`src/rtl/orsq_consts.vh`:
```
`ifndef ORSQ_CONSTS_VH
`define ORSQ_CONSTS_VH
`define ORSQ_ADDR_CTRL 4'h0
`define ORSQ_ADDR_ENV1 4'h1
`define ORSQ_ADDR_ENV2 4'h2
`define ORSQ_ADDR_ENV3 4'h3
`define ORSQ_ADDR_STAT 4'h4
`define ORSQ_ADDR_CNT1 4'h5
`define ORSQ_ADDR_CNT2 4'h6
`define ORSQ_MOD_RET_P 8'h10
`define ORSQ_MOD_RET_N 8'h18
`define ORSQ_MOD_LEAVE_P 8'h12
`define ORSQ_MOD_LEAVE_N 8'h1A
`define ORSQ_MOD_SRCH_P 8'h15
`define ORSQ_MOD_SRCH_N 8'h1D
`define ORSQ_ENV1_ORGL 0
`define ORSQ_ENV1_ELM 1
`define ORSQ_ENV1_EROE 2
`define ORSQ_ENV1_FLTR 3
`define ORSQ_ENV2_EZL 0
`define ORSQ_ENV3_CU1R 8
`define ORSQ_ENV3_CU2R 9
`define ORSQ_CTRL_START 0
`define ORSQ_CTRL_STOP 1
`define ORSQ_CTRL_HISPD 2
`define ORSQ_FILTER_NS 4000
`define ORSQ_CLK_NS 8
`define ORSQ_FILTER_CYC ((`ORSQ_FILTER_NS + `ORSQ_CLK_NS - 1) / `ORSQ_CLK_NS)
`define ORSQ_ERC_CYC 16'h0010
`endif

```
`src/rtl/orsq_sequencer.v`:
```
// Operation
// - 10h/18h home run until completion condition
// - Modes 12h/1Ah leave, 15h/1Dh search home
// - Home polarity bit: 0 low, 1 high
// - Index edge select: 0 falling, 1 rising
// - Index count field n selects pulse n+1
// - Limit polarity pin: low active-high limits
// - Limit active: stop now or decelerate
// - Live home, index, limit status readable
// - Filter ignores pulses under 4 us
// - Origin found in 10h/18h and search runs clears counters, pulses deviation clear; leave modes clear nothing
// - Separate clear enables for both counters
// - Auto enable emits deviation clear pulse
// - Method 0 stops on home active
// - Method 1 back off, creep back, stop
// - Methods 2,3 home then index count
// - Methods 4,5 back off then index count
// - Method 6 back off, stop on release
// - Method 7 back off then index count
// - Method 8 counts index after limit releases
// - Methods 9-12 then move to zero
// - Mechanical counter counts only ticks seen while pulses are enabled
`include "orsq_consts.vh"
module orsq_sequencer #(
    parameter FILTER_CYCLES = `ORSQ_FILTER_CYC,
    parameter ERC_CYCLES = `ORSQ_ERC_CYC
) (
    input wire clock,
    input wire resetn,
    input wire [3:0] avs_address,
    input wire avs_read,
    input wire avs_write,
    input wire [31:0] avs_writedata,
    output reg [31:0] avs_readdata,
    output reg avs_waitrequest,
    input wire homeInput,
    input wire encoder_index_input,
    input wire positive_limit_input,
    input wire negative_limit_input,
    input wire limitPolarityPin,
    input wire pulseTick,
    output reg pulseEnable,
    output reg pulseDirection,
    output reg creepSpeed,
    output reg decelStop,
    output reg deviation_clear_output
);
    localparam ST_IDLE = 4'h0;
    localparam ST_SEEK = 4'h1;
    localparam ST_BACK = 4'h2;
    localparam ST_FWD = 4'h3;
    localparam ST_INDEX = 4'h4;
    localparam ST_ZERO = 4'h5;
    localparam ST_LEAVE = 4'h6;
    localparam ST_DONE = 4'h7;
    localparam ST_SRCHREV = 4'h8;

    reg [7:0] operating_mode_code;
    reg [31:0] environment_config_one;
    reg [31:0] environment_config_two;
    reg [31:0] environment_config_three;
    reg [3:0] state_reg;
    reg [3:0] state_next;
    reg [3:0] method_reg;
    reg dirNeg_reg;
    reg [4:0] indexCount_reg;
    reg indexArmed_reg;
    reg signed [31:0] commandCount_reg;
    reg signed [31:0] mechCount_reg;
    reg [15:0] ercTimer_reg;
    reg [2:0] indexSync_reg;
    reg homeLast_reg;
    reg limitLast_reg;
    reg startPulse;
    reg stopPulse;
    reg clearNow;
    reg searchMode_reg;
    reg searchFlipped_reg;

    wire homeRaw;
    wire posRaw;
    wire negRaw;
    wire home_polarity_bit = environment_config_one[`ORSQ_ENV1_ORGL];
    wire limit_stop_method_bit = environment_config_one[`ORSQ_ENV1_ELM];
    wire auto_deviation_clear_enable = environment_config_one[`ORSQ_ENV1_EROE];
    wire sensor_filter_disable = environment_config_one[`ORSQ_ENV1_FLTR];
    wire index_edge_select = environment_config_two[`ORSQ_ENV2_EZL];
    wire [3:0] index_count_field = environment_config_three[7:4];
    wire [3:0] homing_method_field = environment_config_three[3:0];
    wire command_count_clear_enable = environment_config_three[`ORSQ_ENV3_CU1R];
    wire mechanical_count_clear_enable = environment_config_three[`ORSQ_ENV3_CU2R];

    orsq_input_filter #(.CYCLES(FILTER_CYCLES)) homeFilter (
        .clock(clock), .resetn(resetn), .pinIn(homeInput),
        .bypass(sensor_filter_disable), .level(homeRaw));
    orsq_input_filter #(.CYCLES(FILTER_CYCLES)) posFilter (
        .clock(clock), .resetn(resetn), .pinIn(positive_limit_input),
        .bypass(sensor_filter_disable), .level(posRaw));
    orsq_input_filter #(.CYCLES(FILTER_CYCLES)) negFilter (
        .clock(clock), .resetn(resetn), .pinIn(negative_limit_input),
        .bypass(sensor_filter_disable), .level(negRaw));

    wire homeActive = home_polarity_bit ? homeRaw : ~homeRaw;
    wire posActive = limitPolarityPin ? ~posRaw : posRaw;
    wire negActive = limitPolarityPin ? ~negRaw : negRaw;
    wire indexLevel = indexSync_reg[2];
    wire indexActive = index_edge_select ? indexLevel : ~indexLevel;
    // Second and third stages agree on a new level before the edge counts
    wire indexEdge = (indexSync_reg[1] == indexSync_reg[2]) && (indexSync_reg[2] != homeLast_reg)
        && (index_edge_select ? indexSync_reg[2] : ~indexSync_reg[2]);
    wire fwdLimit = dirNeg_reg ? negActive : posActive;
    wire homeRise = homeActive & ~limitLast_reg;
    wire homeFall = ~homeActive & limitLast_reg;
    wire indexDone = indexEdge && (indexCount_reg == {1'b0, index_count_field});
    wire searchStart = operating_mode_code == `ORSQ_MOD_SRCH_P
        || operating_mode_code == `ORSQ_MOD_SRCH_N;
    wire startNeg = operating_mode_code[3];

    function isHomingMode;
        input [7:0] code;
        begin
            isHomingMode = (code == `ORSQ_MOD_RET_P) || (code == `ORSQ_MOD_RET_N)
                || (code == `ORSQ_MOD_LEAVE_P) || (code == `ORSQ_MOD_LEAVE_N)
                || (code == `ORSQ_MOD_SRCH_P) || (code == `ORSQ_MOD_SRCH_N);
        end
    endfunction

    function [3:0] baseMethod;
        input [3:0] m;
        begin
            case (m)
                4'h9: baseMethod = 4'h0;
                4'hA: baseMethod = 4'h3;
                4'hB: baseMethod = 4'h5;
                4'hC: baseMethod = 4'h8;
                default: baseMethod = m;
            endcase
        end
    endfunction

    always @(posedge clock or negedge resetn) begin
        if (!resetn) begin
            indexSync_reg <= 3'h0;
            homeLast_reg <= 1'b0;
            limitLast_reg <= 1'b0;
        end else begin
            indexSync_reg <= {indexSync_reg[1:0], encoder_index_input};
            if (indexSync_reg[1] == indexSync_reg[2]) begin
                homeLast_reg <= indexSync_reg[2];
            end
            limitLast_reg <= homeActive;
        end
    end

    // Bus: one wait cycle per access, unmapped reads return zero
    always @(posedge clock or negedge resetn) begin
        if (!resetn) begin
            avs_waitrequest <= 1'b1;
            avs_readdata <= 32'h00000000;
            operating_mode_code <= 8'h00;
            environment_config_one <= 32'h00000000;
            environment_config_two <= 32'h00000000;
            environment_config_three <= 32'h00000000;
            startPulse <= 1'b0;
            stopPulse <= 1'b0;
        end else begin
            startPulse <= 1'b0;
            stopPulse <= 1'b0;
            avs_waitrequest <= 1'b1;
            if ((avs_read || avs_write) && avs_waitrequest) begin
                avs_waitrequest <= 1'b0;
                if (avs_write) begin
                    case (avs_address)
                        `ORSQ_ADDR_CTRL: begin
                            operating_mode_code <= avs_writedata[15:8];
                            startPulse <= avs_writedata[`ORSQ_CTRL_START];
                            stopPulse <= avs_writedata[`ORSQ_CTRL_STOP];
                        end
                        `ORSQ_ADDR_ENV1: environment_config_one <= avs_writedata;
                        `ORSQ_ADDR_ENV2: environment_config_two <= avs_writedata;
                        `ORSQ_ADDR_ENV3: environment_config_three <= avs_writedata;
                        default: ;
                    endcase
                end else begin
                    case (avs_address)
                        `ORSQ_ADDR_CTRL: avs_readdata <= {16'h0000, operating_mode_code, 8'h00};
                        `ORSQ_ADDR_ENV1: avs_readdata <= environment_config_one;
                        `ORSQ_ADDR_ENV2: avs_readdata <= environment_config_two;
                        `ORSQ_ADDR_ENV3: avs_readdata <= environment_config_three;
                        `ORSQ_ADDR_STAT: avs_readdata <= {23'h000000, pulseEnable, state_reg,
                            negActive, posActive, indexActive, homeActive};
                        `ORSQ_ADDR_CNT1: avs_readdata <= commandCount_reg;
                        `ORSQ_ADDR_CNT2: avs_readdata <= mechCount_reg;
                        default: avs_readdata <= 32'h00000000;
                    endcase
                end
            end
        end
    end

    always @* begin
        state_next = state_reg;
        clearNow = 1'b0;
        case (state_reg)
            ST_IDLE: begin
                if (startPulse && isHomingMode(operating_mode_code)) begin
                    if (operating_mode_code == `ORSQ_MOD_LEAVE_P
                        || operating_mode_code == `ORSQ_MOD_LEAVE_N) begin
                        state_next = homeActive ? ST_LEAVE : ST_IDLE;
                    end else if (searchStart && homeActive) begin
                        state_next = ST_LEAVE;
                    end else begin
                        state_next = ST_SEEK;
                    end
                end
            end
            ST_SEEK: begin
                if (homeRise) begin
                    case (baseMethod(method_reg))
                        4'h0: begin
                            clearNow = 1'b1;
                            state_next = method_reg == 4'h0 ? ST_DONE : ST_ZERO;
                        end
                        4'h2, 4'h3: state_next = ST_INDEX;
                        default: state_next = ST_BACK;
                    endcase
                end else if (fwdLimit && searchMode_reg && !searchFlipped_reg) begin
                    state_next = ST_SRCHREV;
                end
            end
            ST_BACK: begin
                // Reverse at creep speed until home releases, or for method 8 bases until the limit releases
                if (baseMethod(method_reg) == 4'h8) begin
                    if (!fwdLimit) state_next = ST_INDEX;
                end else if (homeFall) begin
                    case (baseMethod(method_reg))
                        4'h1: state_next = ST_FWD;
                        4'h6: begin
                            clearNow = !fwdLimit;
                            state_next = ST_DONE;
                        end
                        default: state_next = ST_INDEX;
                    endcase
                end
            end
            ST_FWD: begin
                if (homeRise) begin
                    clearNow = 1'b1;
                    state_next = ST_DONE;
                end
            end
            ST_INDEX: begin
                if (indexDone) begin
                    clearNow = 1'b1;
                    state_next = method_reg >= 4'h9 ? ST_ZERO : ST_DONE;
                end
            end
            ST_ZERO: begin
                if (mechCount_reg == 32'sh00000000) state_next = ST_DONE;
            end
            ST_LEAVE: begin
                if (!homeActive) state_next = searchMode_reg ? ST_SEEK : ST_DONE;
            end
            ST_SRCHREV: begin
                if (homeRise) state_next = ST_LEAVE;
            end
            ST_DONE: state_next = ST_IDLE;
            default: state_next = ST_IDLE;
        endcase
        if (stopPulse) state_next = ST_IDLE;
    end

    always @(posedge clock or negedge resetn) begin
        if (!resetn) begin
            state_reg <= ST_IDLE;
            method_reg <= 4'h0;
            dirNeg_reg <= 1'b0;
            indexCount_reg <= 5'h00;
            commandCount_reg <= 32'sh00000000;
            mechCount_reg <= 32'sh00000000;
            ercTimer_reg <= 16'h0000;
            searchMode_reg <= 1'b0;
            searchFlipped_reg <= 1'b0;
            pulseEnable <= 1'b0;
            pulseDirection <= 1'b0;
            creepSpeed <= 1'b0;
            decelStop <= 1'b0;
            deviation_clear_output <= 1'b0;
        end else begin
            state_reg <= state_next;
            if (state_reg == ST_IDLE && state_next != ST_IDLE) begin
                method_reg <= homing_method_field;
                dirNeg_reg <= startNeg;
                searchMode_reg <= searchStart;
                searchFlipped_reg <= 1'b0;
                indexCount_reg <= 5'h00;
            end else if (state_next != state_reg) begin
                indexCount_reg <= 5'h00;
                if (state_next == ST_SRCHREV) searchFlipped_reg <= 1'b1;
            end else if (state_reg == ST_INDEX && indexEdge) begin
                indexCount_reg <= indexCount_reg + 5'h01;
            end
            // Counters count ticks only while pulses are enabled; a clear wins over a tick in the same cycle
            if (clearNow) begin
                if (command_count_clear_enable) commandCount_reg <= 32'sh00000000;
                if (mechanical_count_clear_enable) mechCount_reg <= 32'sh00000000;
            end else if (pulseTick && pulseEnable) begin
                commandCount_reg <= pulseDirection ? commandCount_reg - 32'sh00000001
                    : commandCount_reg + 32'sh00000001;
                mechCount_reg <= pulseDirection ? mechCount_reg - 32'sh00000001
                    : mechCount_reg + 32'sh00000001;
            end
            if (clearNow && auto_deviation_clear_enable) begin
                ercTimer_reg <= ERC_CYCLES;
            end else if (ercTimer_reg != 16'h0000) begin
                ercTimer_reg <= ercTimer_reg - 16'h0001;
            end
            deviation_clear_output <= (clearNow && auto_deviation_clear_enable)
                || ercTimer_reg > 16'h0001;
            pulseEnable <= state_next != ST_IDLE && state_next != ST_DONE
                && !(fwdLimit && state_next == state_reg && state_reg != ST_BACK);
            decelStop <= fwdLimit && limit_stop_method_bit;
            creepSpeed <= state_next == ST_BACK || state_next == ST_FWD
                || state_next == ST_LEAVE;
            case (state_next)
                ST_BACK, ST_SRCHREV: begin
                    pulseDirection <= ~dirNeg_reg;
                end
                // Search leaves home against the requested direction, plain leave goes with it
                ST_LEAVE: begin
                    pulseDirection <= searchMode_reg ? ~dirNeg_reg : dirNeg_reg;
                end
                ST_ZERO: begin
                    pulseDirection <= mechCount_reg > 32'sh00000000;
                end
                default: begin
                    pulseDirection <= dirNeg_reg;
                end
            endcase
        end
    end
endmodule

```
`src/rtl/orsq_input_filter.v`:
```
`include "orsq_consts.vh"
module orsq_input_filter #(
    parameter CYCLES = `ORSQ_FILTER_CYC
) (
    input wire clock,
    input wire resetn,
    input wire pinIn,
    input wire bypass,
    output reg level
);
    reg [2:0] sync_reg;
    reg [9:0] count_reg;
    wire agreed;
    assign agreed = sync_reg[2];
    always @(posedge clock or negedge resetn) begin
        if (!resetn) begin
            sync_reg <= 3'h0;
            count_reg <= 10'h000;
            level <= 1'b0;
        end else begin
            sync_reg <= {sync_reg[1:0], pinIn};
            // Change counts only when second and third stages agree
            if (sync_reg[1] != sync_reg[2]) begin
                count_reg <= 10'h000;
            end else if (agreed == level) begin
                count_reg <= 10'h000;
            end else if (bypass || count_reg >= CYCLES[9:0] - 10'h001) begin
                level <= agreed;
                count_reg <= 10'h000;
            end else begin
                count_reg <= count_reg + 10'h001;
            end
        end
    end
endmodule

```
`config.mk`:
```
export PLATFORM = sky130hd
export DESIGN_NAME = orsq_sequencer
export DESIGN_NICKNAME = d
export VERILOG_FILES = /design/src/rtl/orsq_sequencer.v /design/src/rtl/orsq_input_filter.v
export VERILOG_INCLUDE_DIRS = /design/src /design/src/rtl
export SDC_FILE = /design/constraint.sdc
export NUM_CORES = 1
export LEC_CHECK = 0
export BUFFER_PORTS_ARGS = -buffer_cell sky130_fd_sc_hd__buf_2
export CAP_MARGIN = 5
export CORE_MARGIN = 1.5
export CORE_UTILIZATION = 62
export DETAILED_ROUTE_END_ITERATION = 8
export MAX_ROUTING_LAYER = met4
export PLACE_DENSITY_LB_ADDON = 0.08
export SYNTH_ARGS = -nofsm -noshare
export SYNTH_HDL_FRONTEND = slang
export SYNTH_SLANG_ARGS = --single-unit
```
`constraint.sdc`:
```
create_clock -name clock -period 5.46 [get_ports clock]
set_input_delay 1.092 -clock clock [delete_from_list [all_inputs] [get_ports clock]]
set_output_delay 1.092 -clock clock [all_outputs]
set_load 0.005 [all_outputs]
```
# Word-level counts from Yosys, hierarchy flattened
# Index checks and enable logic that the tools add are counted.
[totals]
in_bits = 46
latchBits = 0
output_inout_bits = 38
word_cells = 248
ff_bits = 287
ram_bits = 0
memories = 0
romBits = 0
[classes]
reduce_logical = 59
bitwise_logic = 16
div_mod_pow = 0
shift = 0
mux = 76
addsub = 9
n_lt_le_gt_ge = 6
multipliers = 0
n_eq_ne = 48
[ops]
columns = ["op", "n"]
rows = [
  ["two-way mux 32 bit", 8],
  ["one-hot mux 32 bit (7 select lines)", 1],
  ["two-way mux 10 bit", 9],
  ["two-way mux 4 bit", 18],
  ["adder 32 x 2 -> 32 bit (second input constant)", 2],
  ["subtractor 32 x 2 -> 32 bit (second input constant)", 2],
  ["equality test 8 x 5 -> 1 bit (second input constant)", 6],
  ["equality test 4 x 3 -> 1 bit (second input constant)", 9],
  ["equality test 4 x 2 -> 1 bit (second input constant)", 8],
  ["> comparator 32 x 1 -> 1 bit (second input constant)", 1],
  ["zero test 32 bit", 1],
  ["two-way mux 16 bit", 2],
  ["one-hot mux 4 bit (8 select lines)", 1],
  ["adder 10 x 1 -> 10 bit (second input constant)", 3],
  ["greater-or-equal comparator 10 x 9 -> 1 bit (second input constant)", 3],
  ["equality test 4 bit (second input constant)", 7],
  ["two-way mux 1 bit", 23],
  ["AND reduction 3 bit", 7],
  ["logical AND 1 bit", 17],
  ["> comparator 16 x 1 -> 1 bit (second input constant)", 1],
  ["zero test 4 bit", 4],
  ["one-hot mux 4 bit (4 select lines)", 1],
  ["nonzero test 16 bit", 1],
  ["subtractor 16 x 1 -> 16 bit (second input constant)", 1],
  ["26 further kinds", 78],
]

# Depth between registers and ports, before layout
[logic_depth]
ltp_word = 18
ltp_mapped = 11
mapped_depth_nobuf = 10

# Cells and area by module
# A second synthesis with hierarchy kept.
[hier_totals]
cells_unflattened = 1522
area_unflattened_um2 = 15887.7
[modules_own_cells]
columns = ["mod", "seq_area_each_um2", "area_each_um2", "n_inst", "cells_per_inst"]
rows = [
  ["orsq_sequencer", 6132.1, 13947.1, 1, 1354],
  ["orsq_input_filter", 350.3, 646.9, 3, 56],
]

# Least setup slack after synthesis
# OpenSTA, ideal clock, no wires.
[synth_path]
path_type = "reg2reg"
startpoint = "register pulseDirection"
endpoint = "register commandCount_reg[31]"
path_buffers = 0
synth_period_minus_slack_ns = 4.238
arrival_ns = 4.170
path_slack_ns = 1.222
required_ns = 5.391
setup_time_ns = 0.069
stages_incl_launch_ff = 11
cell_sequence = "dfrtp_1 ha_1 a21o_1 a221o_1 a211o_1 a21oi_1 o31ai_1 a211oi_1 o21ai_0 or4_1 nand3_1"
[synth_via]
elab_chain_len = 3
[synth_rtl]
columns = ["item", "line", "rtl"]
rows = [
  ["start, declared", "orsq_sequencer.v:43", "output reg pulseDirection,"],
  ["start signal, assigned", "orsq_sequencer.v:327", "pulseDirection <= ~dirNeg_reg;"],
  ["start signal, assigned", "orsq_sequencer.v:331", "pulseDirection <= searchMode_reg ? ~dirNeg_reg : dirNeg_reg;"],
  ["start signal, assigned", "orsq_sequencer.v:334", "pulseDirection <= mechCount_reg > 32'sh00000000;"],
  ["two-way mux 32 bit", "orsq_sequencer.v:308", "commandCount_reg <= pulseDirection ? commandCount_reg - 32'sh00000001"],
  ["two-way mux 32 bit", "orsq_sequencer.v:307", "end else if (pulseTick && pulseEnable) begin"],
  ["two-way mux 32 bit", "orsq_sequencer.v:304", "if (clearNow) begin"],
  ["end signal, assigned", "orsq_sequencer.v:308", ""],
  ["end, declared", "orsq_sequencer.v:68", "reg signed [31:0] commandCount_reg;"],
]
# Every way passes these cells. The select of a mux whose other input is x is not followed.
# A chain may end at the register's enable or synchronous reset.

# Worst setup path after layout
# Ends and elaborated chain as after synthesis.

==> impl_results.md <==
* Commonest cells after routing, fill and taps aside: 285 x dfrtp_1, 156 x nand2_1, 129 x o21ai_0
* Hold Buf Count CTS at 0
* Worst Hold Slack at 0.342 ns
* Final period util at 72.8%
* Fmax at 0.252 GHz
* Final slew viol count at 0
* Layout area overhead at 11.5%
* Mapped Area at 0.0157 sq mm
* Critical Path Sink Type: flop
* Run status: complete, no violations
* Final setup fails at 0
* DR iter-0 viols at 1038
* Via Count at 12300
* Leak at 0.00800 uW
* Post-cts resize count at 0
* Critical path startpoint category: flop
* Top FF cell, synth: dfrtp_1
* Clk_skew at 0.0253 ns
* # fillers at 1894
* I/O Buffers at 83
* Synth unique cells at 77
* Min Clock Period, post-route at 3.98 ns
* Setup TNS Final at 0 ns
* Register area share after synthesis at 45.7%
* Post-synth ARST share at 100%
* Final Net Count at 1713
* Initial antenna violation count at 4
* Largest cells by area after synthesis: dfrtp_1 46%, mux2_2 8.5%, ha_1 5.3%
* Clk buf depth at 3
* # DRC at 0
* Detailed Routing Iterations Pass 1 at 9
* CTS Root Cell: clkbuf_16
* Clock-pin slew on the worst setup and hold paths at 0.06 ns
* Top cell type's share of synthesized area at 45.5%
* Clock tree sinks at 287
* Routed WL per cell at 20.4 um
* Critical path data arrival time at 4.48 ns
* Register bit count reported by yosys at 287
* Power per cell area at 521 mW/mm^2
* Worst EP required at 5.97 ns
* CP Class: flop to flop
* CP max FO at 40
* First-pass GRT wire length at 64000 um
* Initial core utilization at 62.8%
* Max IR drop VDD at 0.000333 V
* Vias in the first global route at 11900
* Pin count of the biggest net entering global routing at 111
* Die area at 0.0263 sq mm
* RSZ-0062 raised after global routing: false
* Post-route ant nets at 0
* Worst Hold Class: flop to flop
* All-Layer GR Usage at 31.8%
* DR vias/cell at 6.31
* Core region area at 0.0250 sq mm
* Post-CTS setup buffer count at 0
* DIE HEIGHT at 162 um
* Post-Syn Instances at 1529
* Worst-Skew Late Latency at 0.57 ns
* Syn_area_per_cell at 10.3 sq um
* Gr ovfl total at 0
* Most common cell after layout, fill and taps aside: dfrtp_1
* Slew HR at 18.9%
* TritonCTS Buffers at 31
* WL final at 39900 um
* Worst Tran Pin Value at 1.21 ns
* GPL Wtd Cong at 0.941
* Synth area leader: dfrtp_1
* Number of H-tree levels at 1
* DP HPWL at 28300 um
* I/O pin total at 84
* Max capacitance violation total at 0
* Final hold violations at 0
* Ys Warns at 0
* Die Wd at 162 um
* Post-synth EDFFs at 0
* CTS tree: yes
* Cell row count at 58
* Share of cells above drive strength 1 at 18.8%
## area by class of cell
class	count	area, sq um	share of cell area [%]
antenna	3	7.51	0.0428
clock buffer	41	863	4.93
clock inverter	15	159	0.906
inverter	18	67.6	0.385
multi-input combinational	1162	8280	47.2
sequential	287	7180	41.0
tap	330	413	2.36
timing repair buffer	99	558	3.18
## worst max-delay path, cell delays in order (launching register included)
cell and delay [ns]:
dfrtp_2 0.95, ha_1 0.44, a21o_1 0.20, a221o_1 0.37
a211o_1 0.29, a21oi_1 0.21, o31ai_1 0.16, a211oi_1 0.58
o21ai_0 0.22, or4_1 0.42, nand3_1 0.08
## report_power, final
part	switching (uW)	total, uW	internal (uW)	leakage [uW]
clock network	858	2100	1250	0.000506
logic	2010	3680	1670	0.00384
registers	692	3350	2650	0.00365
total	3560	9130	5570	0.00800
## per-stage QoR
stage,std cells,power (uW),cell area [sq um],util [%],setup slack (ns)
6_report,1955,9130,17500,70.0,1.48
5_1_grt,1955,9750,17500,70.0,1.30
4_1_cts,1952,9130,17500,70.0,1.55
3_5_place_dp,1896,6990,16500,65.9,1.54
3_3_place_gp,1896,6890,16500,65.9,1.56
2_1_floorplan,1531,6010,15700,-,1.22
## cells in the mapped netlist, types with 18 or more instances
cell and number:
a21o_1 31, a21oi_1 69, a222oi_1 20, a22o_1 33, a22oi_1 24, and3_1 20, clkbuf_1 47, dfrtp_1 286
ha_1 66, inv_1 18, mux2_2 119, nand2_1 156, nand3_1 32, nor2_1 107, nor3_1 22, o21ai_0 129
xnor2_1 52, xor2_1 50
## per-layer routing
metal / GRT usage (%) / wire, um / vias up
met5: - / 0 / -
met4: 14.9 / 1840 / 0
met3: 4.95 / 2290 / 104
met2: 48.5 / 18400 / 368
met1: 42.1 / 17300 / 6085
li1: - / - / 5786
## logic make-up (layout without fill, tap and decap cells)
logic type | count (synthesis) | count (layout) | share of synthesized area (%)
AND/OR/NAND/NOR | 443 | 443 | 13.5
AO/OA/AOI/OAI | 410 | 410 | 17.6
flip-flops | 287 | 287 | 45.7
multiplexers | 135 | 135 | 9.73
XOR/XNOR | 102 | 102 | 5.68
buffers and inverters | 82 | 173 | 2.16
adder cells (fa/ha/maj) | 69 | 69 | 5.57
other | 1 | 6 | 0.0238
## path summary, 6_finish.rpt
check | from | endpoint | slack [ns] | cells past startpoint
max | pulseDirection | commandCount_reg[31] | 1.48 | 10
min | posFilter.sync_reg[0] | posFilter.sync_reg[1] | 0.34 | 0
max reg2reg | pulseDirection | commandCount_reg[31] | 1.48 | 10
min reg2reg | posFilter.sync_reg[0] | posFilter.sync_reg[1] | 0.34 | 0
max in group asynchronous | resetn | operating_mode_code[4] | 3.76 | 2
min in group asynchronous | resetn | negFilter.count_reg[2] | 0.58 | 1
Power figures use the tool's default switching activity.
